## src/hw/mmc_pkg.sv

```systemverilog
// constants and types shared by the memory-map core and its return stack
package mmc_pkg;
	// ******************************
	// program space
	// ******************************
	localparam int PC_W = 11;
	localparam int STACK_DEPTH = 6;
	localparam logic [10:0] RESET_VEC = 11'h000;
	localparam logic [10:0] IRQ_VEC = 11'h003;
	localparam logic [10:0] CFG_LO = 11'h7f0;
	localparam logic [10:0] PC_STEP = 11'h001;
	// ******************************
	// data space
	// ******************************
	localparam int DATA_AW = 7;
	localparam logic [6:0] A_IND = 7'h00;
	localparam logic [6:0] A_PC_LOW = 7'h02;
	localparam logic [6:0] A_STATUS = 7'h03;
	localparam logic [6:0] A_PTR = 7'h04;
	localparam logic [6:0] A_PORT_CTRL = 7'h09;
	localparam logic [6:0] A_DUTY_A_LO = 7'h17;
	localparam logic [6:0] A_DUTY_A_HI = 7'h19;
	localparam logic [6:0] A_DUTY_B = 7'h23;
	localparam logic [6:0] GPR_LO = 7'h40;
	// ******************************
	// io-setup space
	// ******************************
	localparam logic [6:0] IO_PAD_A = 7'h08;
	localparam logic [6:0] IO_PAD_B = 7'h09;
	localparam logic [6:0] IO_PER_A_LO = 7'h17;
	localparam logic [6:0] IO_PER_A_HI = 7'h19;
	localparam logic [6:0] IO_PER_B = 7'h23;
	// ******************************
	// implemented-bit masks and reset value
	// ******************************
	localparam logic [7:0] STATUS_MASK = 8'h3f;
	localparam logic [7:0] PTR_MASK = 8'h7f;
	localparam logic [7:0] PAD_MASK = 8'h3f;
	localparam logic [7:0] RST_BYTE = 8'h00;
	// ******************************
	// instruction operations seen by the map
	// ******************************
	typedef enum logic [2:0] {
		OP_NOP,
		OP_RD,
		OP_WR,
		OP_IOR,
		OP_IOW,
		OP_JMP,
		OP_CALL,
		OP_RET
	} mmc_op_t;
endpackage : mmc_pkg

```

## src/hw/mmc_core.sv

```systemverilog
// address map, program counter and register file of the 8-bit core
// Behaviour
// RQ1 - a non-branching instruction occupies exactly one clock
// RQ2 - branches and other flow changes take two cycles, everything else one
// RQ3 - program counter is 11 bits, covering 2K words
// RQ4 - after reset the program counter is 0x000
// RQ5 - a taken interrupt forces the program counter to 0x003
// RQ6 - call and jump reach all program memory straight from the operand
// RQ7 - 0x7f0 to 0x7ff hold configuration and are never executed
// RQ8 - six-deep return stack, pushed by calls and interrupts, popped by returns
// RQ9 - data 0x40 to 0x7f is general RAM, direct or through the pointer
// RQ10 - io-setup space at 0x08 0x09 0x17 0x19 0x23 is separate from data space
// RQ11 - unimplemented bits read zero and ignore writes
// RQ12 - first pwm 16-bit period sits at io-setup 0x17 low and 0x19 high
// RQ13 - data address zero acts on the word the pointer register selects
// RQ14 - data 0x02 shows pc low byte; writing it branches
module mmc_core (
	// clock and reset
	input wire logic i_clk_sys,
	input wire logic i_reset_n,
	// instruction-side command
	input wire mmc_pkg::mmc_op_t i_op,
	input wire logic [mmc_pkg::DATA_AW-1:0] i_addr,
	input wire logic [7:0] i_wdata,
	input wire logic [mmc_pkg::PC_W-1:0] i_target,
	input wire logic i_irq,
	// sequencing
	output logic o_ready,
	output logic o_irq_ack,
	output logic [mmc_pkg::PC_W-1:0] o_pc,
	output logic [3:0] o_stack_level,
	// read answer
	output logic [7:0] o_rdata,
	output logic o_rvalid,
	// register contents to the rest of the core
	output logic [7:0] o_status,
	output logic [7:0] o_ptr,
	output logic [7:0] o_port_ctrl,
	output logic [7:0] o_pad_mode_a,
	output logic [7:0] o_pad_mode_b,
	output logic [15:0] o_pwm_a_period,
	output logic [15:0] o_pwm_a_duty,
	output logic [7:0] o_pwm_b_period,
	output logic [7:0] o_pwm_b_duty
);
	import mmc_pkg::*;

	// ******************************
	// state
	// ******************************
	typedef struct packed {
		logic [PC_W-1:0] pc;
		logic busy;
		logic [7:0] rdata;
		logic rvalid;
		logic [7:0] status;
		logic [7:0] ptr;
		logic [7:0] port_ctrl;
		logic [7:0] duty_a_lo;
		logic [7:0] duty_a_hi;
		logic [7:0] duty_b;
		logic [7:0] pad_a;
		logic [7:0] pad_b;
		logic [7:0] per_a_lo;
		logic [7:0] per_a_hi;
		logic [7:0] per_b;
		logic [63:0][7:0] gpr;
	} mmc_state_t;

	mmc_state_t s_q;
	mmc_state_t s_d;
	logic [PC_W-1:0] seq_w;
	logic [PC_W-1:0] stk_top;
	logic [3:0] stk_level;
	logic push;
	logic pop;
	logic irq_ack;
	logic [6:0] ea;
	logic [7:0] rd_data;
	logic [7:0] rd_io;
	logic [PC_W-1:0] pcl_tgt;

	// ******************************
	// return stack
	// ******************************
	mmc_ret_stack #(
		.DEPTH(STACK_DEPTH),
		.W(PC_W)
	) u_stack (
		.i_clk_sys(i_clk_sys),
		.i_reset_n(i_reset_n),
		.i_push(push),
		.i_pop(pop),
		.i_push_data(seq_w),
		.o_top(stk_top),
		.o_level(stk_level)
	);

	// ******************************
	// next state
	// ******************************
	always_comb begin
		s_d = s_q;
		s_d.busy = 1'b0;
		s_d.rvalid = 1'b0;
		push = 1'b0;
		pop = 1'b0;
		irq_ack = 1'b0;
		// sequential fetch skips the configuration area
		seq_w = (s_q.pc + PC_STEP >= CFG_LO) ? RESET_VEC : s_q.pc + PC_STEP; // RQ7 RQ3
		ea = (i_addr == A_IND) ? s_q.ptr[6:0] : i_addr; // RQ13
		pcl_tgt = {s_q.pc[10:8], i_wdata};
		// pointer at zero reads zero, avoiding a self loop
		rd_data = 8'h00;
		if (ea == A_PC_LOW) begin
			rd_data = s_q.pc[7:0]; // RQ14
		end else if (ea == A_STATUS) begin
			rd_data = s_q.status & STATUS_MASK; // RQ11
		end else if (ea == A_PTR) begin
			rd_data = s_q.ptr & PTR_MASK; // RQ11
		end else if (ea == A_PORT_CTRL) begin
			rd_data = s_q.port_ctrl & PAD_MASK;
		end else if (ea == A_DUTY_A_LO) begin
			rd_data = s_q.duty_a_lo;
		end else if (ea == A_DUTY_A_HI) begin
			rd_data = s_q.duty_a_hi;
		end else if (ea == A_DUTY_B) begin
			rd_data = s_q.duty_b;
		end else if (ea >= GPR_LO) begin
			rd_data = s_q.gpr[ea[5:0]]; // RQ9
		end
		rd_io = 8'h00;
		if (i_addr == IO_PAD_A) begin
			rd_io = s_q.pad_a & PAD_MASK; // RQ10 RQ11
		end else if (i_addr == IO_PAD_B) begin
			rd_io = s_q.pad_b & PAD_MASK;
		end else if (i_addr == IO_PER_A_LO) begin
			rd_io = s_q.per_a_lo; // RQ12
		end else if (i_addr == IO_PER_A_HI) begin
			rd_io = s_q.per_a_hi; // RQ12
		end else if (i_addr == IO_PER_B) begin
			rd_io = s_q.per_b;
		end
		// second cycle of a branch: hold the target, ignore the command
		if (s_q.busy) begin
			s_d.pc = s_q.pc; // RQ2
		end else begin
			case (i_op)
				OP_NOP: begin
					if (i_irq) begin
						push = 1'b1; // RQ8
						irq_ack = 1'b1;
						s_d.pc = IRQ_VEC; // RQ5
						s_d.busy = 1'b1;
					end else begin
						s_d.pc = seq_w; // RQ1
					end
				end
				OP_RD: begin
					s_d.pc = seq_w; // RQ1
					s_d.rdata = rd_data;
					s_d.rvalid = 1'b1;
				end
				OP_WR: begin
					s_d.pc = seq_w;
					if (ea == A_PC_LOW && pcl_tgt < CFG_LO) begin
						s_d.pc = pcl_tgt; // RQ14
						s_d.busy = 1'b1;
					end else if (ea == A_STATUS) begin
						s_d.status = i_wdata & STATUS_MASK; // RQ11
					end else if (ea == A_PTR) begin
						s_d.ptr = i_wdata & PTR_MASK;
					end else if (ea == A_PORT_CTRL) begin
						s_d.port_ctrl = i_wdata & PAD_MASK;
					end else if (ea == A_DUTY_A_LO) begin
						s_d.duty_a_lo = i_wdata;
					end else if (ea == A_DUTY_A_HI) begin
						s_d.duty_a_hi = i_wdata;
					end else if (ea == A_DUTY_B) begin
						s_d.duty_b = i_wdata;
					end else if (ea >= GPR_LO) begin
						s_d.gpr[ea[5:0]] = i_wdata; // RQ9 RQ13
					end
				end
				OP_IOR: begin
					s_d.pc = seq_w;
					s_d.rdata = rd_io; // RQ10
					s_d.rvalid = 1'b1;
				end
				OP_IOW: begin
					s_d.pc = seq_w;
					if (i_addr == IO_PAD_A) begin
						s_d.pad_a = i_wdata & PAD_MASK; // RQ10
					end else if (i_addr == IO_PAD_B) begin
						s_d.pad_b = i_wdata & PAD_MASK;
					end else if (i_addr == IO_PER_A_LO) begin
						s_d.per_a_lo = i_wdata; // RQ12
					end else if (i_addr == IO_PER_A_HI) begin
						s_d.per_a_hi = i_wdata; // RQ12
					end else if (i_addr == IO_PER_B) begin
						s_d.per_b = i_wdata;
					end
				end
				OP_JMP, OP_CALL: begin
					// a target in the configuration area is refused
					if (i_target < CFG_LO) begin
						s_d.pc = i_target; // RQ6 RQ7
						s_d.busy = 1'b1;
						push = (i_op == OP_CALL); // RQ8
					end else begin
						s_d.pc = seq_w;
					end
				end
				OP_RET: begin
					pop = 1'b1; // RQ8
					s_d.pc = stk_top;
					s_d.busy = 1'b1;
				end
				default: begin
					s_d.pc = seq_w;
				end
			endcase
		end
	end

	always_ff @(posedge i_clk_sys or negedge i_reset_n) begin
		if (!i_reset_n) begin
			s_q <= '0;
			s_q.pc <= RESET_VEC; // RQ4
		end else begin
			s_q <= s_d;
		end
	end

	// ******************************
	// outputs
	// ******************************
	assign o_ready = !s_q.busy;
	assign o_irq_ack = irq_ack;
	assign o_pc = s_q.pc;
	assign o_stack_level = stk_level;
	assign o_rdata = s_q.rdata;
	assign o_rvalid = s_q.rvalid;
	assign o_status = s_q.status;
	assign o_ptr = s_q.ptr;
	assign o_port_ctrl = s_q.port_ctrl;
	assign o_pad_mode_a = s_q.pad_a;
	assign o_pad_mode_b = s_q.pad_b;
	assign o_pwm_a_period = {s_q.per_a_hi, s_q.per_a_lo};
	assign o_pwm_a_duty = {s_q.duty_a_hi, s_q.duty_a_lo};
	assign o_pwm_b_period = s_q.per_b;
	assign o_pwm_b_duty = s_q.duty_b;
endmodule : mmc_core

```

## src/hw/mmc_ret_stack.sv

```systemverilog
// hardware return-address stack, shift organised
module mmc_ret_stack #(
	parameter int DEPTH = mmc_pkg::STACK_DEPTH,
	parameter int W = mmc_pkg::PC_W
) (
	// clock and reset
	input wire logic i_clk_sys,
	input wire logic i_reset_n,
	// stack control
	input wire logic i_push,
	input wire logic i_pop,
	input wire logic [W-1:0] i_push_data,
	// stack state
	output logic [W-1:0] o_top,
	output logic [3:0] o_level
);
	import mmc_pkg::*;

	typedef struct packed {
		logic [DEPTH-1:0][W-1:0] ent;
		logic [3:0] level;
	} mmc_stk_t;

	mmc_stk_t s_q;
	mmc_stk_t s_d;

	// overflow drops the oldest entry, underflow reads zeros
	always_comb begin
		s_d = s_q;
		if (i_push) begin
			s_d.ent = {s_q.ent[DEPTH-2:0], i_push_data};
			if (s_q.level != 4'(DEPTH)) begin
				s_d.level = s_q.level + 4'h1;
			end
		end else if (i_pop) begin
			s_d.ent = {{W{1'b0}}, s_q.ent[DEPTH-1:1]};
			if (s_q.level != 4'h0) begin
				s_d.level = s_q.level - 4'h1;
			end
		end
	end

	always_ff @(posedge i_clk_sys or negedge i_reset_n) begin
		if (!i_reset_n) begin
			s_q <= '0;
		end else begin
			s_q <= s_d;
		end
	end

	assign o_top = s_q.ent[0];
	assign o_level = s_q.level;
endmodule : mmc_ret_stack

```

## config.mk

```make
export PLATFORM = sky130hd
export DESIGN_NAME = mmc_core
export DESIGN_NICKNAME = d
export VERILOG_FILES = /design/src/hw/mmc_pkg.sv /design/src/hw/mmc_core.sv /design/src/hw/mmc_ret_stack.sv
export SDC_FILE = /design/constraint.sdc
export NUM_CORES = 1
export LEC_CHECK = 0
export ABC_CLOCK_PERIOD_IN_PS = 2800
export BUFFER_PORTS_ARGS = -buffer_cell sky130_fd_sc_hd__buf_2
export CORE_MARGIN = 5
export CORE_UTILIZATION = 35
export DETAILED_ROUTE_END_ITERATION = 16
export PLACE_DENSITY_LB_ADDON = 0.3
export SLEW_MARGIN = 5
export SYNTH_ARGS = -nofsm -noshare
export SYNTH_HDL_FRONTEND = slang
export SYNTH_SLANG_ARGS = --single-unit
export TNS_END_PERCENT = 5
```

## constraint.sdc

```tcl
create_clock -name i_clk_sys -period 2.8 [get_ports i_clk_sys]
set_clock_uncertainty 0.15 [all_clocks]
set_input_delay 0.14 -clock i_clk_sys [delete_from_list [all_inputs] [get_ports i_clk_sys]]
set_output_delay 0.14 -clock i_clk_sys [all_outputs]
set_load 0.02 [all_outputs]
```

==> impl_metrics.env <==
export IMPL_status="complete, but fails checks"
export IMPL_violations="setup timing"
export IMPL_wl_per_cell_um=26.2
export IMPL_crit_path_cell_trace="nor3b_4, a21o_4, buf_12, buf_4, buf_6, mux2_2, o22ai_1, a211oi_2, o22ai_2, a211o_1, o221ai_2"
export IMPL_path_max_fanout=11
export IMPL_antenna_left=0
export IMPL_yosysWarnings=0
export IMPL_drt_iter0_drc=2703
export IMPL_ys_types=92
export IMPL_r2r_start="o_ptr[1]"
export IMPL_p_comb_share_pct=14.9
export IMPL_synthArstFlopShare_pct=100
export IMPL_clk_path_buf_depth=3
export IMPL_clk_latency_ns=0.63
export IMPL_worst_slack_ns=-0.216
export IMPL_dominantRegCellSynth="dfrtp_1"
export IMPL_sequentialPowerShare_pct=42.5
export IMPL_p_per_area_mw_per_mm2=573
export IMPL_ys_ff_latch=682
export IMPL_netlist_area_mm2=0.0332
export IMPL_dp_hpwl_um=86200
export IMPL_num_nets_final=3476
export IMPL_cp_required_ns=3.19
export IMPL_p_int_w=0.0188
export IMPL_cp_arrival_ns=3.41
export IMPL_core_region_area_mm2=0.0946
export IMPL_dp_slack_ns=-1.09
export IMPL_final_common_cell="dfrtp_1"
export IMPL_layout_drive_gt1_share_pct=49.5
export IMPL_ir_drop_mv=0.418
export IMPL_die_h_um=318
export IMPL_grt_pass1_wl_um=185000
export IMPL_swShare_pct=27.2
export IMPL_cap_violations=0
export IMPL_placed_area_mm2=0.0389
export IMPL_fmax_mhz=332
export IMPL_cp_slowest_cell="a211oi_2"
export IMPL_fin_area_mm2=0.0451
export IMPL_slowest_delay_ns=0.41
export IMPL_startpoint="o_ptr[1]"
export IMPL_hold_slack_ns=0.0512
export IMPL_tns_ns=-9.05
export IMPL_via_per_inst=5.66
export IMPL_via_count=26992
export IMPL_synth_edf_count=0
export IMPL_fin_crit_sh_pct=108
export IMPL_power_leakage_nw=21.1
export IMPL_overflow=0
export IMPL_period_minus_slack_ns=3.02
export IMPL_top_level_ports=146
export IMPL_worst_r2r_endpoint="o_rdata[6]"
export IMPL_slew_headroom_pct=24.9
export IMPL_cts_tree="yes"
export IMPL_dieArea_mm2=0.101
export IMPL_final_cell_mix="dfrtp_1, buf_4, mux2_2"
export IMPL_syn_inst=2898
export IMPL_num_antenna_cells=0
export IMPL_syn_to_final_growth_pct=35.6
export IMPL_start_kind="flip-flop"
export IMPL_reg2reg_slack_ns=-0.22
export IMPL_port_buffers=136
export IMPL_clock_sinks=682
export IMPL_grt_max_degree=108
export IMPL_synth_area_per_cell_um2=11.5
export IMPL_ff2ff_path_depth=11
export IMPL_crit_end="o_rdata[6]"
export IMPL_start_util_pct=35.1
export IMPL_rows=113
export IMPL_switchingPower_w=0.00702
export IMPL_finalHoldViolCount=0
export IMPL_die_x_um=318
export IMPL_worst_setup_path_end_kind="flip-flop"
export IMPL_report_final_slew_viol_count=0
export IMPL_cts_root_buffer="clkbuf_16"
export IMPL_pwr_share_clk_pct=42.6
export IMPL_htreeDepth=3
export IMPL_critPathKind="flip-flop to flip-flop"
export IMPL_ys_seq_area_share_pct=51.3
export IMPL_worst_pin_slew_ns=1.13
export IMPL_cts_buffers_inserted=77
export IMPL_clk_pin_slew_ns=0.06
export IMPL_antenna_found_initial=0
export IMPL_gp_congestion=0.942
export IMPL_grt_pass1_vias=27375
export IMPL_worstHoldPathType="input port to flip-flop"
export IMPL_drt_first_pass_iters=5
export IMPL_grt_usage_pct=23.7
export IMPL_drcViolationCount=0
export IMPL_wl_um=125000
export IMPL_setup_viol=317
export IMPL_rsz0062_at_grt="true"
==> logic make-up (layout without fill, tap and decap cells) <==
family / after synthesis / in the layout / share of synthesized area [%]
and+or+nand+nor: 706 / 706 / 10.1
DFF: 682 / 682 / 51.3
buffers and inverters: 334 / 931 / 5.28
muxes: 640 / 640 / 21.6
xor gates and xnor gates: 12 / 12 / 0.316
AOI/OAI and AO/OA: 518 / 518 / 11.1
other: 1 / 9 / 0.0113
adders and majority gates: 5 / 5 / 0.203
==> per-layer routing <==
| layer | GRT usage [%] | up-vias | wire length [um] |
|---|---|---|---|
| met5 | 0 | - | 0 |
| met3 | 4.58 | 260 | 9630 |
| met4 | 8.77 | 0 | 5150 |
| met2 | 37.0 | 1193 | 56100 |
| met1 | 32.8 | 13969 | 54100 |
| li1 | - | 11570 | - |
==> worst min-delay path by stage <==
stage / slack [ns] / end / from / cells after the start
finish: 0.05 / o_pc[1] / i_target[1] / 5
global route: 0.03 / flip-flop / i_wdata[0] / 2
CTS: 0.003 / flip-flop / i_wdata[0] / 2
detailed placement: -0.06 / asynchronous set/reset pin / i_reset_n / 1
global placement: -0.05 / asynchronous set/reset pin / i_reset_n / 1
floorplan: -0.31 / asynchronous set/reset pin / i_reset_n / 0
==> stage by stage <==
stage / utilization (%) / power, W / instances
after floorplan: - / 0.0129 / 2906
after global placement: 41.1 / 0.0145 / 4539
after detailed placement: 41.1 / 0.0146 / 4539
after CTS: 46.2 / 0.0258 / 4754
after global routing: 47.7 / 0.0267 / 4768
final: 47.7 / 0.0258 / 4768
==> power by group through the flow <==
stage               Clock (W)  Sequential [W]  Combinational [W]
floorplan                   0          0.0110            0.00192
global placement            0          0.0111            0.00339
detailed placement          0          0.0111            0.00342
CTS                    0.0111          0.0110            0.00370
global route           0.0115          0.0111            0.00411
finish                 0.0110          0.0110            0.00385
==> worst max-delay path, delay by kind of cell (launching register included) <==
kind / cells / cell delay [ns]
and+or+nand+nor: 1 / 0.34
muxes: 1 / 0.20
AOI/OAI and AO/OA: 6 / 1.43
buffers and inverters: 3 / 0.45
DFF: 1 / 0.34
==> layout make-up <==
class	instances	area (um^2)
fillers	8356	49500
flip-flops and latches	682	17100
multi-input cells	1890	16600
repair buffers	765	7020
clock buffers	111	2260
well taps	1265	1580
clock inverters	31	497
inverters	24	90.1
==> synth_stat cells (13+ instances only) <==
master     number  area share [%]
dfrtp_1       682              51
mux2_2        601              20
nand2_1       314             3.5
clkbuf_1      122             1.4
nor2_1        122             1.4
buf_4         115             2.6
a31oi_1        84             1.6
o22ai_1        79             1.5
a21oi_1        64            0.96
nand3_1        64            0.96
buf_2          57            0.86
nor2_2         57             1.1
o21ai_0        42            0.63
nor3_1         36            0.54
mux2i_1        27            0.81
o22a_1         26            0.68
a211oi_1       23            0.52
inv_1          22            0.25
a22oi_1        19            0.43
o221ai_1       19            0.50
buf_1          16            0.18
o32ai_1        15            0.40
a2bb2oi_1      13            0.34
a32oi_1        13            0.34
==> timing repair <==
item / CTS / global route
endpoints found under the hold margin: 611 / 0
gates cloned: 3 / 1
setup endpoints to repair: 571 / 536
buffers inserted: 59 / 17
resized for setup: 287 / 297
pin swaps: 75 / 39
hold buffers: 18 / 0
Power figures use the tool's default switching activity.
